### src/inc/ttr_pkg.sv
// package: offsets, fields, reset values and timing for the feature handler
package ttr_pkg;
   // ======================================================
   // register byte offsets
   localparam logic [7:0] OFF_CMD = 8'h00; // feature id and set flag, write executes
   localparam logic [7:0] OFF_DW11 = 8'h04; // command dword eleven
   localparam logic [7:0] OFF_NAMESPACE_IDENTIFIER = 8'h08; // namespace identifier
   localparam logic [7:0] OFF_RESULT = 8'h0C; // completion dword 0
   localparam logic [7:0] OFF_STATUS = 8'h10; // command status and live state
   localparam logic [7:0] OFF_INT_STAT = 8'h14; // sticky events, clear on read
   localparam logic [7:0] OFF_INT_MASK = 8'h18; // interrupt mask
   // ======================================================
   // field positions
   localparam int CMD_SET_BIT = 8; // 1 = set, 0 = get
   localparam int SENSOR_SEL_LSB = 16; // sensor select 19:16
   localparam int TYPE_SEL_LSB = 20; // threshold type 21:20
   localparam int ULBE_BIT = 16; // unwritten block error enable
   // ======================================================
   // codes and reset values
   localparam logic [7:0] FID_TEMP = 8'h04;
   localparam logic [7:0] FID_RECOV = 8'h05;
   localparam logic [3:0] SENSOR_ALL = 4'hF;
   localparam logic [1:0] TYPE_OVER = 2'h0;
   localparam logic [1:0] TYPE_UNDER = 2'h1;
   localparam logic [15:0] OVER_RESET = 16'hFFFF;
   localparam logic [15:0] UNDER_RESET = 16'h0000;
   localparam logic [1:0] ST_OK = 2'h0;
   localparam logic [1:0] ST_INVALID = 2'h1;
   localparam logic [1:0] RESP_OKAY = 2'h0;
   localparam logic [1:0] RESP_SLVERR = 2'h2;
   // ======================================================
   // timing: one retry unit of 100 ms at 20 MHz
   localparam int CLK_HZ = 20000000;
   localparam int RETRY_UNIT_MS = 100;
   localparam int RETRY_UNIT_CYCLES = CLK_HZ / 1000 * RETRY_UNIT_MS;
endpackage

### src/design/ttr_feature_ctrl.sv
// temperature threshold and error recovery feature handler with axi4-lite registers
`timescale 1ns/1ps

// Overview of operation
// - sensor select 0..8 (0 composite), 1111b sets all
// - recovery attributes come from dword eleven
// - recovery get returns attributes in result
// - bit 16 one enables namespace error
// - bit 16 zero disables namespace error
// - error enable is zero after reset
// - bits 15:0 count 100 ms units
// - limit only for limited-retry commands
// - zero limit means no timeout
// - type 00b over, 01b under, rest reserved
// - over resets FFFFh, under resets 0h
// - reading at or beyond threshold raises warning
// - threshold get returns selected threshold
module ttr_feature_ctrl #(
   parameter int NUM_SENSORS = 8,
   parameter int NUM_NS = 8,
   parameter int UNIT_CYCLES = ttr_pkg::RETRY_UNIT_CYCLES
) (
   // clock and reset
   input wire logic aclk,
   input wire logic aresetn,
   // axi4-lite write address and data
   input wire logic [7:0] s_axi_awaddr,
   input wire logic s_axi_awvalid,
   output logic s_axi_awready,
   input wire logic [31:0] s_axi_wdata,
   input wire logic [3:0] s_axi_wstrb,
   input wire logic s_axi_wvalid,
   output logic s_axi_wready,
   // axi4-lite write response
   output logic [1:0] s_axi_bresp,
   output logic s_axi_bvalid,
   input wire logic s_axi_bready,
   // axi4-lite read
   input wire logic [7:0] s_axi_araddr,
   input wire logic s_axi_arvalid,
   output logic s_axi_arready,
   output logic [31:0] s_axi_rdata,
   output logic [1:0] s_axi_rresp,
   output logic s_axi_rvalid,
   input wire logic s_axi_rready,
   // temperature readings, composite in slot 0
   input wire logic [(NUM_SENSORS+1)*16-1:0] temp_reading,
   // recovery engine handshake
   input wire logic recovery_start,
   input wire logic recovery_limited,
   input wire logic recovery_done,
   output logic recovery_abort,
   // feature outputs
   output logic [NUM_NS-1:0] unwritten_block_error_enable,
   output logic temp_critical,
   output logic irq
);
   import ttr_pkg::*;

   // ======================================================
   // state
   typedef enum logic {REC_IDLE, REC_TIMING} ttr_rec_t;
   typedef struct packed {
      logic aw_have; // write address held
      logic [7:0] aw_addr;
      logic w_have; // write data held
      logic [31:0] w_data;
      logic [3:0] w_strb;
      logic aw_rdy;
      logic w_rdy;
      logic ar_rdy;
      logic bvalid;
      logic [1:0] bresp;
      logic rvalid;
      logic [31:0] rdata;
      logic [1:0] rresp;
      logic [31:0] cmd;
      logic [31:0] dw11;
      logic [31:0] namespace_identifier;
      logic [31:0] result;
      logic [1:0] cmd_status;
      logic [NUM_SENSORS:0][15:0] over; // per sensor over threshold
      logic [NUM_SENSORS:0][15:0] under; // per sensor under threshold
      logic [NUM_NS-1:0] ulbe;
      logic [15:0] limit; // retry limit in 100 ms units
      ttr_rec_t rec;
      logic [31:0] tick; // cycles left in current unit
      logic [15:0] units; // units left
      logic abort;
      logic temp_crit;
      logic [2:0] int_stat; // 0 done, 1 temp warning, 2 timeout
      logic [2:0] int_mask;
      logic irq;
   } ttr_state_t;

   ttr_state_t r_reg, r_next;
   logic [NUM_SENSORS:0] hot; // per sensor threshold crossing
   logic exec; // command register written this cycle

   // ======================================================
   // threshold compare, one per sensor
   genvar g;
   generate
      for (g = 0; g <= NUM_SENSORS; g++) begin : g_cmp
         assign hot[g] = (temp_reading[g*16 +: 16] >= r_reg.over[g]) ||
                         (temp_reading[g*16 +: 16] <= r_reg.under[g]);
      end
   endgenerate

   // byte-lane merge of a write
   function automatic logic [31:0] merge(input logic [31:0] old, input logic [31:0] d,
                                         input logic [3:0] s);
      logic [31:0] m;
      m = old;
      for (int i = 0; i < 4; i++) begin
         if (s[i]) begin
            m[i*8 +: 8] = d[i*8 +: 8];
         end
      end
      return m;
   endfunction

   assign exec = r_reg.aw_have && r_reg.w_have && !r_reg.bvalid && r_reg.aw_addr == OFF_CMD;

   // ======================================================
   // next state
   always_comb begin
      logic [3:0] sel;
      logic [1:0] typ;
      logic [15:0] val;
      logic [31:0] nidx;
      logic [31:0] c;
      logic ns_ok;
      logic [2:0] ev;
      sel = '0;
      typ = '0;
      val = '0;
      nidx = '0;
      c = '0;
      ns_ok = 1'b0;
      ev = '0;
      r_next = r_reg;
      r_next.abort = 1'b0;
      // address and data taken independently
      if (s_axi_awvalid && r_reg.aw_rdy) begin
         r_next.aw_have = 1'b1;
         r_next.aw_addr = s_axi_awaddr;
      end
      if (s_axi_wvalid && r_reg.w_rdy) begin
         r_next.w_have = 1'b1;
         r_next.w_data = s_axi_wdata;
         r_next.w_strb = s_axi_wstrb;
      end
      if (r_reg.bvalid && s_axi_bready) begin
         r_next.bvalid = 1'b0;
      end
      // perform write once both halves are held
      if (r_reg.aw_have && r_reg.w_have && !r_reg.bvalid) begin
         r_next.aw_have = 1'b0;
         r_next.w_have = 1'b0;
         r_next.bvalid = 1'b1;
         r_next.bresp = RESP_OKAY;
         if (r_reg.aw_addr == OFF_CMD) begin
            r_next.cmd = merge(r_reg.cmd, r_reg.w_data, r_reg.w_strb);
         end else if (r_reg.aw_addr == OFF_DW11) begin
            r_next.dw11 = merge(r_reg.dw11, r_reg.w_data, r_reg.w_strb);
         end else if (r_reg.aw_addr == OFF_NAMESPACE_IDENTIFIER) begin
            r_next.namespace_identifier = merge(r_reg.namespace_identifier, r_reg.w_data, r_reg.w_strb);
         end else if (r_reg.aw_addr == OFF_INT_MASK) begin
            r_next.int_mask = r_reg.w_data[2:0];
         end else if (r_reg.aw_addr == OFF_RESULT || r_reg.aw_addr == OFF_STATUS ||
                      r_reg.aw_addr == OFF_INT_STAT) begin
            r_next.bresp = RESP_OKAY; // read-only, write ignored
         end else begin
            r_next.bresp = RESP_SLVERR; // unmapped
         end
      end
      // command execution uses the freshly merged command word
      if (exec) begin
         c = r_next.cmd;
         sel = r_reg.dw11[SENSOR_SEL_LSB +: 4];
         typ = r_reg.dw11[TYPE_SEL_LSB +: 2];
         val = r_reg.dw11[15:0];
         nidx = r_reg.namespace_identifier - 32'h1;
         ns_ok = (r_reg.namespace_identifier != 32'h0) && (r_reg.namespace_identifier <= 32'(NUM_NS));
         r_next.cmd_status = ST_OK;
         ev[0] = 1'b1;
         if (c[7:0] == FID_TEMP) begin
            if (typ != TYPE_OVER && typ != TYPE_UNDER) begin
               r_next.cmd_status = ST_INVALID;
            end else if (c[CMD_SET_BIT]) begin
               if (sel == SENSOR_ALL) begin
                  for (int i = 0; i <= NUM_SENSORS; i++) begin
                     if (typ == TYPE_OVER) begin
                        r_next.over[i] = val;
                     end else begin
                        r_next.under[i] = val;
                     end
                  end
               end else if (32'(sel) <= 32'(NUM_SENSORS)) begin
                  if (typ == TYPE_OVER) begin
                     r_next.over[sel] = val;
                  end else begin
                     r_next.under[sel] = val;
                  end
               end else begin
                  r_next.cmd_status = ST_INVALID; // reserved select
               end
            end else if (32'(sel) <= 32'(NUM_SENSORS)) begin
               r_next.result = {16'h0000, (typ == TYPE_OVER) ? r_reg.over[sel] :
                                r_reg.under[sel]};
            end else begin
               r_next.cmd_status = ST_INVALID; // all-sensors or reserved select on get
            end
         end else if (c[7:0] == FID_RECOV) begin
            if (!ns_ok) begin
               r_next.cmd_status = ST_INVALID;
            end else if (c[CMD_SET_BIT]) begin
               r_next.ulbe[nidx] = r_reg.dw11[ULBE_BIT];
               r_next.limit = r_reg.dw11[15:0];
            end else begin
               r_next.result = {15'h0000, r_reg.ulbe[nidx], r_reg.limit};
            end
         end else begin
            r_next.cmd_status = ST_INVALID; // feature not handled here
         end
      end
      // read channel
      if (r_reg.rvalid && s_axi_rready) begin
         r_next.rvalid = 1'b0;
      end
      if (s_axi_arvalid && r_reg.ar_rdy) begin
         r_next.rvalid = 1'b1;
         r_next.rresp = RESP_OKAY;
         r_next.rdata = '0;
         if (s_axi_araddr == OFF_CMD) begin
            r_next.rdata = r_reg.cmd;
         end else if (s_axi_araddr == OFF_DW11) begin
            r_next.rdata = r_reg.dw11;
         end else if (s_axi_araddr == OFF_NAMESPACE_IDENTIFIER) begin
            r_next.rdata = r_reg.namespace_identifier;
         end else if (s_axi_araddr == OFF_RESULT) begin
            r_next.rdata = r_reg.result;
         end else if (s_axi_araddr == OFF_STATUS) begin
            r_next.rdata = {28'h0000000, r_reg.rec == REC_TIMING, r_reg.temp_crit,
                            r_reg.cmd_status};
         end else if (s_axi_araddr == OFF_INT_STAT) begin
            r_next.rdata = {29'h00000000, r_reg.int_stat};
            r_next.int_stat = '0; // read clears, new events below still win
         end else if (s_axi_araddr == OFF_INT_MASK) begin
            r_next.rdata = {29'h00000000, r_reg.int_mask};
         end else begin
            r_next.rresp = RESP_SLVERR;
         end
      end
      // recovery timer; only limited-retry commands with a nonzero limit are timed
      case (r_reg.rec)
         REC_IDLE: begin
            if (recovery_start && recovery_limited &&
                r_reg.limit != 16'h0000) begin
               r_next.rec = REC_TIMING;
               r_next.tick = 32'(UNIT_CYCLES - 1);
               r_next.units = r_reg.limit;
            end
         end
         REC_TIMING: begin
            if (recovery_done) begin
               r_next.rec = REC_IDLE;
            end else if (r_reg.tick != 32'h0) begin
               r_next.tick = r_reg.tick - 32'h1;
            end else if (r_reg.units == 16'h0001) begin
               r_next.rec = REC_IDLE;
               r_next.abort = 1'b1;
               ev[2] = 1'b1;
            end else begin
               r_next.units = r_reg.units - 16'h0001;
               r_next.tick = 32'(UNIT_CYCLES - 1);
            end
         end
         default: r_next.rec = REC_IDLE;
      endcase
      // warning level and its rising edge as an event
      r_next.temp_crit = |hot;
      ev[1] = (|hot) && !r_reg.temp_crit;
      r_next.int_stat = r_next.int_stat | ev;
      r_next.irq = |(r_next.int_stat & r_next.int_mask);
      // ready flags kept in flops so the ports are registered
      r_next.aw_rdy = !r_next.aw_have;
      r_next.w_rdy = !r_next.w_have;
      r_next.ar_rdy = !r_next.rvalid;
   end

   // ======================================================
   // register stage; reset values are constants only
   always_ff @(posedge aclk) begin
      if (!aresetn) begin
         r_reg <= '0;
         r_reg.ulbe <= '0;
         for (int i = 0; i <= NUM_SENSORS; i++) begin
            r_reg.over[i] <= OVER_RESET;
            r_reg.under[i] <= UNDER_RESET;
         end
         r_reg.rec <= REC_IDLE;
      end else begin
         r_reg <= r_next;
      end
   end

   // ======================================================
   // outputs
   assign s_axi_awready = r_reg.aw_rdy;
   assign s_axi_wready = r_reg.w_rdy;
   assign s_axi_bvalid = r_reg.bvalid;
   assign s_axi_bresp = r_reg.bresp;
   assign s_axi_arready = r_reg.ar_rdy;
   assign s_axi_rvalid = r_reg.rvalid;
   assign s_axi_rdata = r_reg.rdata;
   assign s_axi_rresp = r_reg.rresp;
   assign recovery_abort = r_reg.abort;
   assign unwritten_block_error_enable = r_reg.ulbe;
   assign temp_critical = r_reg.temp_crit;
   assign irq = r_reg.irq;
endmodule

### config.mk
export PLATFORM = sky130hd
export DESIGN_NAME = ttr_feature_ctrl
export DESIGN_NICKNAME = d
export VERILOG_FILES = /design/src/inc/ttr_pkg.sv /design/src/design/ttr_feature_ctrl.sv
export SDC_FILE = /design/constraint.sdc
export NUM_CORES = 2
export LEC_CHECK = 0
export BUFFER_PORTS_ARGS = -buffer_cell sky130_fd_sc_hd__buf_2
export CAP_MARGIN = 30
export CORE_MARGIN = 2
export CORE_UTILIZATION = 61
export CTS_CLUSTER_DIAMETER = 200
export DETAILED_ROUTE_END_ITERATION = 10
export GPL_TIMING_DRIVEN = 1
export PLACE_DENSITY = 0.81
export SLEW_MARGIN = 15
export SYNTH_ARGS = -nofsm -noshare
export SYNTH_HDL_FRONTEND = slang
export SYNTH_SLANG_ARGS = --single-unit
### constraint.sdc
create_clock -name aclk -period 4 [get_ports aclk]
set_input_delay 0.8 -clock aclk [delete_from_list [all_inputs] [get_ports aclk]]
set_output_delay 0.8 -clock aclk [all_outputs]
set_load 0.02 [all_outputs]
Word level (Yosys, flattened, before mapping) --
Index checks and enable logic that the tools add are counted.
Cells by class: add/sub/neg operators 3, magnitude comparators 24, equality and inequality tests 26, muxes and demuxes 102, bitwise logic cells 9, reduce and logical (&&, ||, !) cells 62
Operators by type and width (count):
- $mux W288 | 2
- $mux W32 | 14
- $bwmux W144 | 2
- $mux W144 | 2
- $ge A16 B16 Y1 | 9
- $le A16 B16 Y1 | 9
- $bmux W16 S4 | 2
- $mux W49 | 2
- $pmux W49 S2 | 1
- $mux W16 | 6
- $mux W73 | 1
- $mux W8 | 9
- $demux W16 S4 | 1
- $mux W64 | 1
- $reduce_bool A32 Y1 | 2
- $sub A32 B1 Y32 const B | 2
- $eq A8 B5 Y1 const B | 6
- $mux W48 | 1
- $mux W3 | 15
- $mux W37 | 1
- $mux W35 | 1
- $mux W34 | 1
- $eq A8 B3 Y1 const B | 4
- $eq A8 B4 Y1 const B | 4
- 38 further kinds | 128
Storage, ports and cells: bits in registers 587, output and inout port bits 52

Longest topological paths before layout --
depth in word-level cells 11, mapped depth 11, mapped depth without buffers 9

Worst setup path after synthesis --
OpenSTA, ideal clock, no wires.
path kind in2reg, start point input temp_reading[16], end point register r_reg[5] in the netlist's numbering, arrival 3.020 ns, required time 3.878 ns, setup slack 0.859 ns, stages on the path 9, path buffers 0, path through inv_1 > ha_1 > nand2b_1 > a211o_1 > a2111oi_0 > o2111a_1 > nand4_1 > or4_1 > o311a_1
Between the ends: word-level cells in the longest chain between the ends 5, elaborated cells between the ends (all ways) 6
Ends and longest elaborated chain:
- from (decl) | RTL line ttr_feature_ctrl.sv:47 | input wire logic [(NUM_SENSORS+1)*16-1:0] temp_reading,
- $ge A16 B16 Y1 or $le A16 B16 Y1 (tied branches) | RTL line ttr_feature_ctrl.sv:105, ttr_feature_ctrl.sv:106
- $logic_or A1 B1 Y1 (*) | RTL line ttr_feature_ctrl.sv:105 | assign hot[g] = (temp_reading[g*16 +: 16] >= r_reg.over[g]) ||
- $reduce_or A9 Y1 (*) | RTL line ttr_feature_ctrl.sv:284 | ev[1] = (|hot) && !r_reg.temp_crit;
- $logic_and A1 B1 Y1 (*) | RTL line ttr_feature_ctrl.sv:284
- $or A3 B3 Y3 (*) | RTL line ttr_feature_ctrl.sv:285 | r_next.int_stat = r_next.int_stat | ev;
- to (signal assigned) | RTL line ttr_feature_ctrl.sv:305 | r_reg <= r_next;
- to (decl) | RTL line ttr_feature_ctrl.sv:96 | ttr_state_t r_reg, r_next;
Every way passes the cells marked *; elsewhere a longest branch is shown, timed or not. A chain may end at the register's enable or synchronous reset.

Worst setup path in the final report --
start point register r_reg[578] in the netlist's numbering, end point register r_reg[258] in the netlist's numbering
Between the ends: word-level cells in the longest chain between the ends 5, elaborated cells between the ends (all ways) 6
Ends and longest elaborated chain:
- $logic_not A8 Y1 (*) | RTL line ttr_feature_ctrl.sv:123, ttr_feature_ctrl.sv:163
- $mux W9 | RTL line ttr_feature_ctrl.sv:163 | if (r_reg.aw_addr == OFF_CMD) begin
- $mux W73 | RTL line ttr_feature_ctrl.sv:158 | if (r_reg.aw_have && r_reg.w_have && !r_reg.bvalid) begin
- $eq A8 B3 Y1 | RTL line ttr_feature_ctrl.sv:188 | if (c[7:0] == FID_TEMP) begin
- $reduce_and A6 Y1 (no source line) (*)
Marks and branches as above.

==> flow_metrics.tcl <==
set metrics [dict create \
    drive_gt1_share_pct 13.82 \
    reg2reg_depth 9 \
    whs_ns 0.3639 \
    maxCapViolations 0 \
    post-cts-setup-buffers 0 \
    syn_area_um2 32030 \
    rows 83 \
    setup-tns-final_ns 0 \
    reg2reg_setup_slack_ns 0.52 \
    cts-resized-gates 0 \
    peakVddDrop_v 0.0003514 \
    critPathLaunchType "flop" \
    die_w_um 233.1 \
    crit_type "flop to flop" \
    min_from "s_axi_wdata[3]" \
    hp-class "input pin to flop" \
    dr_total_vias 31000 \
    dp_hpwl_um 80580 \
    worst_pin_slew_ns 1.034 \
    r2r_start "r_reg[578]" \
    drt-total-wl_um 110000 \
    drcViolationCount 0 \
    cp.required_ns 4.50 \
    antenna_found_initial 0 \
    worstReg2RegEnd "r_reg[258]" \
    setup_viol 0 \
    cts.path.max_buffers 3 \
    ctsHoldBuffers 0 \
    synth_seq_area_share_pct 35.57 \
    hold_depth 3 \
    async_reset_ff_share_pct 0 \
    cts_made_buffers 58 \
    mostFrequentLayoutCells "nand2_1 (753), dfxtp_1 (567), a21oi_1 (475), inv_1 (310), ha_1 (292)" \
    grt_pass1_vias 28420 \
    worstSkewPairLatency_ns 0.67 \
    worstPathArrival_ns 3.98 \
    dieArea_um2 54350 \
    nets 4521 \
    ys_ff_latch 569 \
    wl_per_cell_um 23.14 \
    htree_levels 2 \
    fin_crit_ns 3.479 \
    grt.busiest_layer "met2" \
    rsz0062_at_grt "no" \
    dr.pass1.iters 9 \
    die_h_um 233.1 \
    synth_cell_types 75 \
    vias_per_cell 6.521 \
    relSlewSlack_pct 31.00 \
    core_area_um2 51610 \
    drv_slew 0 \
    grt_use_met2_pct 60.83 \
    yosysWarnings 0 \
    antenna_left 0 \
    fmax_mhz 287.4 \
    io_pins 258 \
    cts_tree "built" \
    cp-end-kind "flop" \
    final_common_cell "nand2_1" \
    synth-edff-count 0 \
    synth_ff_type "dfxtp_1" \
    grt_pass1_wl_um 166100 \
    netlist_instances 3911 \
    outcome "finished, final reports clean" \
    largest_reg_flops 519 \
    grtUsageTotal_pct 39.73 \
    leakage_nw 14.42 \
    met1_usage_pct 51.15 \
    cts.reportedPaths.clkPinSlew_ns 0.06 \
    syn_avg_cell_area_um2 8.189 \
    whs_endpoint "r_reg[548]" \
    powerDensity_nw_per_um2 351.1 \
    skew_ns 0.06353 \
    hold_viol 0 \
    drtIter0Drc 4132 \
    gp_congestion 1.060 \
    io_buffers 255 \
    fin_crit_sh_pct 86.98 \
    synthToLayoutAreaGrowth_pct 11.83 \
    start_util_pct 62.05 \
    clock-sinks 569 \
    met3_usage_pct 9.375 \
    cp_max_fo 31 \
    grt-ovfl-total 0 \
    cts_root_buf "clkbuf_16" \
    grt_max_degree 125 \
]
report_power, final:
group          leakage (nW)  switching (mW)  internal, mW
sequential             4.60          0.0589          5.71
combinational          8.79           0.502         0.287
clock                  1.04            2.51          3.51
total                  14.4            3.07          9.51
synthesized netlist by cell type, types with 16 or more instances:
cell | count | area, um2
nor2_1 | 131 | 491.7
a31oi_1 | 16 | 100.1
a21o_1 | 23 | 172.7
mux2i_1 | 31 | 310.3
buf_2 | 44 | 220.2
o211ai_1 | 160 | 1201
nand2_1 | 754 | 2830
xnor2_1 | 22 | 192.7
a211oi_1 | 36 | 270.3
nor4_1 | 41 | 256.5
inv_1 | 310 | 1164
ha_1 | 292 | 3654
buf_4 | 46 | 345.3
nor4_4 | 19 | 404.1
nand3_1 | 151 | 755.7
mux4_2 | 66 | 1486
a21oi_1 | 475 | 2377
dfxtp_1 | 569 | 11390
nor2b_1 | 19 | 118.9
o22ai_1 | 26 | 162.7
o21ai_0 | 79 | 395.4
or4_1 | 18 | 135.1
clkbuf_1 | 189 | 709.4
a221o_1 | 36 | 360.4
nand4_1 | 73 | 456.7
a221oi_1 | 34 | 297.8
nor3_1 | 60 | 300.3
buf_1 | 18 | 67.56
final cells by class:
class | count | area [um2]
Fill cell | 4156 | 15800
Timing Repair Buffer | 350 | 2121
Antenna cell | 1 | 2.502
Sequential cell | 569 | 11400
Clock buffer | 78 | 1648
Tap cell | 680 | 850.8
Inverter | 311 | 1175
Clock inverter | 32 | 481.7
Multi-Input combinational cell | 2733 | 18140
how the worst max path moves through the flow:
stage	slack, ns	depth (start not counted)	startpoint	endpoint
CTS	0.63	9	r_reg[578]	r_reg[258]
global route	0.43	9	r_reg[578]	r_reg[242]
finish	0.52	9	r_reg[578]	r_reg[258]
detailed placement	0.42	11	temp_reading[16]	r_reg[5]
global placement	0.43	11	temp_reading[16]	r_reg[5]
floorplan	0.86	9	temp_reading[16]	r_reg[5]
worst max-delay path, cell delays in order (launching register included):
cell	delay, ns
dfxtp_1	0.32
nor4_1	0.41
nand4_1	0.43
nor4_4	0.53
o22ai_4	0.33
buf_4	0.32
nor4_4	0.22
buf_4	0.40
mux2i_1	0.24
nand2_1	0.06
per-stage QoR:
step / cells / instance area [um2] / power, mW / worst slack (ns) / utilization [%]
after floorplan: 3912 / 32030 / 6.340 / 0.8587 / -
after global placement: 4634 / 33550 / 6.648 / 0.4318 / 65.00
after detailed placement: 4640 / 33640 / 6.660 / 0.4205 / 65.18
after CTS: 4750 / 35770 / 12.54 / 0.6252 / 69.31
after global routing: 4753 / 35810 / 12.88 / 0.4294 / 69.38
final: 4754 / 35810 / 12.57 / 0.5208 / 69.39
routing by layer:
| layer | vias up | wire, um |
|---|---|---|
| met5 | - | 0 |
| met1 | 14540 | 41640 |
| li1 | 14060 | - |
| met2 | 1962 | 48100 |
| met4 | 0 | 7481 |
| met3 | 443 | 12790 |
cells by family after synthesis:
kind of cell	Yosys count	synth area share [%]
adders and majority gates	292	11.41
AOI/OAI and AO/OA	966	18.94
and+or+nand+nor	1345	19.71
other	1	0.01171
muxes	97	5.610
DFF	569	35.57
buffers and inverters	610	7.907
xor gates and xnor gates	31	0.8478
(Power assumes the default switching activity.)
